<file path="src/tct_pkg.sv">
package tct_pkg;

	// ****************************************************************
	// Widths and field positions
	// ****************************************************************
	localparam int TEMP_W     = 8;
	localparam int CTRL_W     = 5;
	localparam int DUTY_LSB   = 1;
	localparam int DUTY_MSB   = 3;
	localparam int OD_EN_BIT  = 4;
	localparam int DUTY_W     = 3;
	localparam int EIGHTHS    = 8;

	// ****************************************************************
	// Hard-wired thresholds (degrees C, raw sensor code) and duty/control constants
	// ****************************************************************
	localparam logic [TEMP_W-1:0] TRIP_TEMP   = 8'h64;
	localparam logic [TEMP_W-1:0] HYST_DROP   = 8'h02;
	localparam logic [TEMP_W-1:0] CATAST_TEMP = 8'h7d;
	localparam logic [DUTY_W-1:0] AUTO_DUTY   = 3'h4;
	localparam logic [DUTY_W-1:0] DUTY_RSVD   = 3'h0;
	localparam logic [CTRL_W-1:0] CTRL_RESET  = 5'h00;

	// ****************************************************************
	// Types
	// ****************************************************************
	typedef enum logic [1:0] {
		ST_IDLE,
		ST_AUTO,
		ST_DEMAND
	} tct_mode_t;

	typedef enum logic [1:0] {
		PW_RUN,
		PW_STOPGRANT,
		PW_SLEEP,
		PW_DEEPSLEEP
	} tct_power_t;

	typedef struct packed {
		logic             autoEnable;
		logic [CTRL_W-1:0] ctrl;
	} tct_cfg_t;

	typedef struct packed {
		logic throttleActive;
		logic clockRun;
		logic irqService;
	} tct_stat_t;

endpackage

</file>
<file path="src/tct_modulator.sv">
`timescale 1ns/1ps

module tct_modulator #(
	parameter int unsigned SLOT_CYCLES = 4
) (
	input  wire logic                        mclk,
	input  wire logic                        nrst,
	input  wire logic                        active,
	input  wire logic [tct_pkg::DUTY_W-1:0]  duty,
	output logic                             clockRun
);
	import tct_pkg::*;

	localparam int SW = (SLOT_CYCLES > 1) ? $clog2(SLOT_CYCLES) : 1;

	typedef struct packed {
		logic [SW-1:0]     slotCnt;
		logic [DUTY_W-1:0] eighth;
		logic              run;
	} tct_mod_state_t;

	tct_mod_state_t state_q;
	tct_mod_state_t state_d;

	// ****************************************************************
	// Period = 8 slots of SLOT_CYCLES core clocks, so it scales with mclk
	// ****************************************************************
	always_comb begin
		state_d = state_q;
		if (!active) begin
			state_d.slotCnt = '0;
			state_d.eighth  = '0;
			state_d.run     = 1'b1;
		end else begin
			if (state_q.slotCnt == SW'(SLOT_CYCLES - 1)) begin
				state_d.slotCnt = '0;
				state_d.eighth  = state_q.eighth + 3'h1;
			end else begin
				state_d.slotCnt = state_q.slotCnt + SW'(1);
			end
			// Clocks run in eighths below the duty value; registered so
			// the gate only changes on a clock boundary
			state_d.run = (state_d.eighth < duty);
		end
	end

	always_ff @(posedge mclk or negedge nrst) begin
		if (!nrst) begin
			state_q <= '{slotCnt: '0, eighth: '0, run: 1'b1};
		end else begin
			state_q <= state_d;
		end
	end

	assign clockRun = state_q.run;

endmodule

</file>
<file path="src/thermal_clock_throttle.sv">
`timescale 1ns/1ps

// Operation
// Auto mode throttles only when die reaches trip temperature.
// Auto throttle uses fixed 50% clock on-time, not software alterable.
// Modulation period is a fixed count of core clocks.
// Throttle stops once temperature falls to non-critical level.
// Hysteresis separates activation and deactivation thresholds.
// Trip temperature is hardwired and not visible to software.
// Control bit 4 set activates throttle immediately, any temperature.
// On-demand on-time taken from control bits 3:1 in eighths.
// Auto modulation overrides on-demand duty when hot with auto enabled.
// Snooping continues; interrupts latched and serviced only in clock-on time.
// Hot output, active low, asserts while die is above trip point.
// Hot output not newly asserted in stop-grant, sleep, deep sleep.
// Hot held through low-power state until exit and temperature drops.
// Catastrophic output asserts near 125 C regardless of mode enables.
// Catastrophic trip independent of activity, makes no bus cycle.
// Platform must remove core supply after catastrophic trip.
// Firmware must enable auto mode via configuration registers.
// Auto throttling runs entirely in hardware.
// Duty k in 1..7 gives k eighths running; zero is reserved.
// Clock gating changes only on core clock boundaries.
module thermal_clock_throttle #(
	parameter int unsigned SLOT_CYCLES = 4
) (
	input  wire logic                         mclk,
	input  wire logic                         nrst,
	input  wire logic [tct_pkg::TEMP_W-1:0]   dieTemp,
	input  tct_pkg::tct_cfg_t                 cfg,
	input  tct_pkg::tct_power_t               powerState,
	input  wire logic                         irqIn,
	input  wire logic                         snoopReq,
	output logic                              coreClkEn,
	output logic                              irqToCore,
	output logic                              snoopAck,
	output logic                              die_hot_alert_n,
	output logic                              catastrophic_overheat_n,
	output tct_pkg::tct_stat_t                status
);
	import tct_pkg::*;

	typedef struct packed {
		logic      hot;
		logic      alertHot;
		logic      tripped;
		logic      irqPending;
		logic      irqOut;
		logic      snoopOut;
		tct_mode_t mode;
	} tct_state_t;

	tct_state_t        state_q;
	tct_state_t        state_d;
	logic              clockRun;
	logic [DUTY_W-1:0] activeDuty;
	logic              odRequest;
	logic              lowPower;
	logic              odDutyOk;

	// ****************************************************************
	// Helpers
	// ****************************************************************
	function automatic logic aboveTrip(input logic [TEMP_W-1:0] t);
		return t >= TRIP_TEMP;
	endfunction

	function automatic logic belowRelease(input logic [TEMP_W-1:0] t);
		return t < (TRIP_TEMP - HYST_DROP);
	endfunction

	function automatic logic [DUTY_W-1:0] dutyField(input logic [CTRL_W-1:0] c);
		return c[DUTY_MSB:DUTY_LSB];
	endfunction

	// Reserved duty of zero keeps clocks running rather than stopping the core
	assign odDutyOk  = (dutyField(cfg.ctrl) != DUTY_RSVD);
	assign odRequest = cfg.ctrl[OD_EN_BIT] && odDutyOk;
	assign lowPower  = (powerState != PW_RUN);

	// ****************************************************************
	// Next state
	// ****************************************************************
	always_comb begin
		state_d = state_q;

		// Threshold never leaves the block; nothing reads or writes it
		if (!state_q.hot && aboveTrip(dieTemp)) begin
			state_d.hot = 1'b1;
		end else if (state_q.hot && belowRelease(dieTemp)) begin
			state_d.hot = 1'b0;
		end

		// Mode arbitration: auto wins over on-demand when hot
		if (cfg.autoEnable && state_d.hot) begin
			state_d.mode = ST_AUTO;
		end else if (odRequest) begin
			state_d.mode = ST_DEMAND;
		end else begin
			state_d.mode = ST_IDLE;
		end

		// Hot alert: sensed above trip point, frozen while powerState is not PW_RUN
		if (!lowPower) begin
			state_d.alertHot = aboveTrip(dieTemp);
		end else if (state_q.alertHot) begin
			state_d.alertHot = 1'b1;
		end else begin
			state_d.alertHot = 1'b0;
		end

		// Catastrophic trip sticks until reset; needs no mode or activity
		if (dieTemp >= CATAST_TEMP) begin
			state_d.tripped = 1'b1;
		end

		// Interrupts wait for a clock-on slot; a new one wins over a clear
		state_d.irqOut = 1'b0;
		if (state_q.irqPending && coreClkEn) begin
			state_d.irqOut     = 1'b1;
			state_d.irqPending = 1'b0;
		end
		if (irqIn) begin
			state_d.irqPending = 1'b1;
		end

		// Snoops are answered regardless of throttle state
		state_d.snoopOut = snoopReq;
	end

	always_ff @(posedge mclk or negedge nrst) begin
		if (!nrst) begin
			state_q <= '{hot: 1'b0, alertHot: 1'b0, tripped: 1'b0,
				irqPending: 1'b0, irqOut: 1'b0, snoopOut: 1'b0, mode: ST_IDLE};
		end else begin
			state_q <= state_d;
		end
	end

	// ****************************************************************
	// Clock modulation
	// ****************************************************************
	always_comb begin
		if (state_q.mode == ST_AUTO) begin
			activeDuty = AUTO_DUTY;
		end else begin
			activeDuty = dutyField(cfg.ctrl);
		end
	end

	tct_modulator #(
		.SLOT_CYCLES (SLOT_CYCLES)
	) u_mod (
		.mclk     (mclk),
		.nrst     (nrst),
		.active   (state_q.mode != ST_IDLE),
		.duty     (activeDuty),
		.clockRun (clockRun)
	);

	// Gate from a flop so enable changes align with mclk edges
	assign coreClkEn = clockRun && !state_q.tripped;

	assign irqToCore               = state_q.irqOut;
	assign snoopAck                = state_q.snoopOut;
	assign die_hot_alert_n         = !state_q.alertHot;
	assign catastrophic_overheat_n = !state_q.tripped;

	// One driver for the whole packed struct
	assign status = '{throttleActive: (state_q.mode != ST_IDLE),
		clockRun: coreClkEn,
		irqService: state_q.irqPending};

endmodule

</file>
<file path="config.mk">
export PLATFORM = sky130hd
export DESIGN_NAME = thermal_clock_throttle
export DESIGN_NICKNAME = d
export VERILOG_FILES = /design/src/tct_pkg.sv /design/src/tct_modulator.sv /design/src/thermal_clock_throttle.sv
export SDC_FILE = /design/constraint.sdc
export NUM_CORES = 1
export LEC_CHECK = 0
export BUFFER_PORTS_ARGS = -buffer_cell sky130_fd_sc_hd__buf_2
export CORE_UTILIZATION = 44
export DETAILED_ROUTE_END_ITERATION = 8
export GPL_ROUTABILITY_DRIVEN = 0
export PLACE_DENSITY = 0.8
export REMOVE_ABC_BUFFERS = 1
export SLEW_MARGIN = 20
export SYNTH_ARGS = -nofsm -noshare
export SYNTH_HDL_FRONTEND = slang
export SYNTH_SLANG_ARGS = --single-unit
</file>
<file path="constraint.sdc">
create_clock -name mclk -period 1.9 [get_ports mclk]
set_clock_uncertainty 0.15 [all_clocks]
set_input_delay 0.285 -clock mclk [delete_from_list [all_inputs] [get_ports mclk]]
set_output_delay 0.285 -clock mclk [all_outputs]
set_load 0.05 [all_outputs]
</file>
## Yosys cells after proc, flatten, opt, wreduce, memory -nomap -nowiden

Cells that the tools add are included.

| word-level totals | value |
|---|---|
| logic and storage cells | 44 |
| output and inout port bits | 8 |
| register bits | 14 |
| input port bits | 20 |

| operators by class | value |
|---|---|
| add/subtract/negate cells | 2 |
| reductions and logical operators | 13 |
| order comparisons | 4 |
| mux-type cells | 13 |
| equal/unequal tests | 2 |

Operators by type and width:

| cell | count |
|---|---|
| $ge A8 B7 Y1 const B | 2 |
| $mux W3 | 3 |
| $lt A8 B7 Y1 const B | 1 |
| $mux W2 | 4 |
| $logic_and A1 B1 Y1 | 6 |
| $mux W6 | 1 |
| $reduce_bool A2 Y1 | 3 |
| $mux W1 | 5 |
| $add A3 B1 Y3 const B | 1 |
| $logic_not A1 Y1 | 3 |
| $lt A3 B3 Y1 | 1 |
| $reduce_bool A3 Y1 | 1 |
| $add A2 B1 Y2 const B | 1 |
| $eq A2 B1 Y1 const B | 1 |
| $eq A2 B2 Y1 const B | 1 |

## Depth between registers and ports, before layout

| depth | value |
|---|---|
| depth after elaboration | 6 |
| mapped depth | 7 |
| depth with buffers taken out | 7 |

## Modules after synthesis

Synthesis repeated with hierarchy kept, for this count alone.

| unflattened totals | value |
|---|---|
| cell total of the unflattened synthesis | 62 |
| area total of the unflattened synthesis | 681.9 sq um |

Modules (own cells, without submodules):

| module | area each (sq um) | times used | sequential area each (sq um) | cells an instance |
|---|---|---|---|---|
| thermal_clock_throttle | 361.6 | 1 | 200.2 | 37 |
| tct_modulator | 320.3 | 1 | 151.4 | 25 |

## Worst setup path after synthesis

No wires, ideal clock.

| path | value |
|---|---|
| kind | reg-to-output |
| start | register u_mod.state_q (netlist bit u_mod.clockRun) |
| end | output status[1] (netlist name) |
| buffers on the path | 1 |
| slack | -0.167 ns |
| data required time | 1.465 ns |
| cell stages (with the launch flop) | 3 |
| data arrival time | 1.632 ns |
| path through | dfstp_2 > nor2b_1 > buf_4 |

| between the ends | value |
|---|---|
| longest elaborated chain between the ends | 1 |

RTL lines:

| element | line | RTL |
|---|---|---|
| start: declaration | tct_modulator.sv:22 | `tct_mod_state_t state_q;` |
| start signal: assignment | tct_modulator.sv:49 | `state_q <= '{slotCnt: '0, eighth: '0, run: 1'b1};` |
| start signal: assignment | tct_modulator.sv:51 | `state_q <= state_d;` |
| $logic_and A1 B1 Y1 | thermal_clock_throttle.sv:162 | `assign coreClkEn = clockRun && !state_q.tripped;` |
| end: declaration | thermal_clock_throttle.sv:39 | `output tct_pkg::tct_stat_t status` |

No other way between the ends.

==> flow_metrics.env <==
export IMPL_fin_crit_sh_pct=94.8
export IMPL_r2r_start="u_mod.state_q[2]"
export IMPL_r2r_slack_ps=100
export IMPL_ant_nets=0
export IMPL_clock_sinks=14
export IMPL_wl_per_cell_um=11.2
export IMPL_die_area_um2=1630
export IMPL_status="complete, no violations"
export IMPL_final_util_pct=64.6
export IMPL_num_fill_cells=114
export IMPL_antenna_found_initial=0
export IMPL_wl_mm=1.17
export IMPL_netlist_area_um2=648
export IMPL_yosys_warnings=0
export IMPL_place_ws_ps=88.7
export IMPL_slew_headroom_pct=79.5
export IMPL_finalPower_w=0.000684
export IMPL_p_int_w=0.000501
export IMPL_worstHoldStart="cfg[5]"
export IMPL_cp_end_kind="flip-flop"
export IMPL_r2r_end="u_mod.clockRun"
export IMPL_fmax_mhz=555
export IMPL_min_period_ps=1800
export IMPL_clk_pin_slew_ps=90
export IMPL_gr_total_overflow=0
export IMPL_cp_max_fo=2
export IMPL_hpwlAfterDp_um=874
export IMPL_switchingPower_w=0.000183
export IMPL_holdWs_ps=29.5
export IMPL_syn_inst=59
export IMPL_cts_max_level=1
export IMPL_io_buffers=26
export IMPL_synth_top_area_share_pct=50.2
export IMPL_cts_buffers=3
export IMPL_hp_class="input port to flip-flop"
export IMPL_min_path_cells=2
export IMPL_netlist_top_cells_area="dfrtp_1 50%, ha_1 7.7%, dfstp_2 4.1%"
export IMPL_min_to="state_q[1]"
export IMPL_worst_slew_pin_slew_ps=307
export IMPL_finalHoldViolations=0
export IMPL_multi_input_area_um2=272
export IMPL_synth_seq_cells=14
export IMPL_synth_cell_types=22
export IMPL_root_buffer="clkbuf_4"
export IMPL_grt_max_degree=15
export IMPL_power_frac_comb_pct=19.9
export IMPL_p_sw_share_pct=26.7
export IMPL_seq_area_frac_synth_pct=54.2
export IMPL_drc=0
export IMPL_grt_total_usage_pct=15.9
export IMPL_grt_pass1_vias=407
export IMPL_critPathRequiredTime_ps=1940
export IMPL_reg2reg_depth=6
export IMPL_drive_gt1_share_pct=41.1
export IMPL_area_growth_pct=33.0
export IMPL_dieWidth_um=40.4
export IMPL_crit_type="flip-flop to flip-flop"
export IMPL_sequentialPowerShare_pct=48.9
export IMPL_die_y_um=40.4
export IMPL_diodes=0
export IMPL_start_kind="flip-flop"
export IMPL_vias=508
export IMPL_core_area_um2=1330
export IMPL_dp_cells=99
export IMPL_synth_top_area_cell="dfrtp_1"
export IMPL_start_util_pct=48.6
export IMPL_drtPass1Iterations=2
export IMPL_grt_first_pass_wirelength_mm=1.59
export IMPL_worst_ir_drop_vdd_mv=0.392
export IMPL_seq_area_um2=352
export IMPL_fp_row_count=13
export IMPL_crit_arrival_ps=1840
export IMPL_maxCapViolations=0
export IMPL_max_clock_path_buffers=2
export IMPL_slew_viol_final=0
export IMPL_cts_tree="done"
export IMPL_pwr_share_clk_pct=31.1
export IMPL_layout_cells_non_filler=105
export IMPL_power_density_nw_per_um2=793
export IMPL_clock_latency_ps=270
export IMPL_synth_avg_cell_area_um2=11.0
export IMPL_fin_nets=115
export IMPL_setup_violations=0
export IMPL_drt_initial_drc_count=8
export IMPL_io_pins=28
export IMPL_post_cts_buffers=0
export IMPL_setup_ws_ps=98.6
export IMPL_vias_per_cell=4.84
export IMPL_p_leak_nw=0.468
## metal layers
layer,track usage [%],part of all wire (%)
met1,14.7,42
met2,29.4,52
met3,5.00,3.9
met4,10.0,2.1
met5,0,0
## cell families after synthesis
family,synth area share (%)
xor+xnor,2.70
flops,54.2
simple gates,15.6
compound gates,11.6
fa+ha+maj,7.72
buf+inv,6.37
mux,1.74
## worst max-delay path by stage
stage,from,end,slack (ps),cells past startpoint
6_report,u_mod.state_q[2],u_mod.clockRun,100,6
2_1_floorplan,u_mod.clockRun,irqToCore,-480,2
3_5_place_dp,u_mod.state_q[1],u_mod.clockRun,90,6
3_3_place_gp,u_mod.state_q[1],u_mod.clockRun,140,6
4_1_cts,u_mod.state_q[1],u_mod.clockRun,70,6
5_1_grt,u_mod.state_q[2],u_mod.clockRun,-8,6
## through the flow
stage	TNS (ps)	cell area, um2
after floorplan	-1760	626
after detailed placement	0	790
after global routing	-7.81	862
final	0	862
after global placement	0	790
after CTS	0	846
## cells in the final DEF, fill, tap and decap left out, types with 2 or more instances in the layout
master and instances:
inv_1 5, o31ai_1 2, clkbuf_4 3, buf_4 2, xnor2_1 2, buf_2 26, and2_1 3, nand2_1 2
dlygate4sd3_1 2, nor2_1 6, nor2b_1 4, ha_1 3, dfrtp_1 13, o21ai_0 4
## state kept, by name, indices dropped and copies added (netlist names)
name	flops
state_q	5
u_mod.state_q	5
irqToCore	1
snoopAck	1
status	1
u_mod.clockRun	1
## cell type report
class | instances | area share (%)
Sequential cell | 14 | 40.8
Multi-Input combinational cell | 37 | 31.5
Timing Repair Buffer | 30 | 19.2
Clock buffer | 4 | 4.21
Inverter | 5 | 2.18
Tap cell | 15 | 2.18
## synthesized netlist by cell type (all sizes together)
master / number
a21oi: 1
o311a: 1
a31oi: 1
nor2: 6
o21bai: 1
a311o: 1
nand2b: 1
dfstp: 1
xnor2: 2
and2: 3
ha: 4
and3b: 1
inv: 5
o21ai: 4
nand2: 2
mux2: 1
nor2b: 4
o31ai: 2
nand4: 1
buf: 3
nor3: 1
dfrtp: 13
## power groups by stage
stage | sequential [W] | clock [W] | combinational (W)
3_5_place_dp | 0.000341 | 0 | 0.000128
6_report | 0.000335 | 0.000213 | 0.000136
5_1_grt | 0.000338 | 0.000235 | 0.000149
4_1_cts | 0.000335 | 0.000220 | 0.000132
3_3_place_gp | 0.000340 | 0 | 0.000122
2_1_floorplan | 0.000342 | 0 | 0.0000725
## critical path: stages, from the launching register on
cell     delay, ps
dfrtp_1        400
ha_1           300
mux2_4         280
ha_4           240
inv_1           50
a31oi_1         30
o31ai_1        260
## timing repair
action | in CTS | in global routing
endpoints found under the hold margin | 14 | 0
resized for setup | 0 | 2
endpoints found under the setup margin | 0 | 1
hold buffers | 2 | 0
No activity file was read; power rests on OpenSTA's default activity.
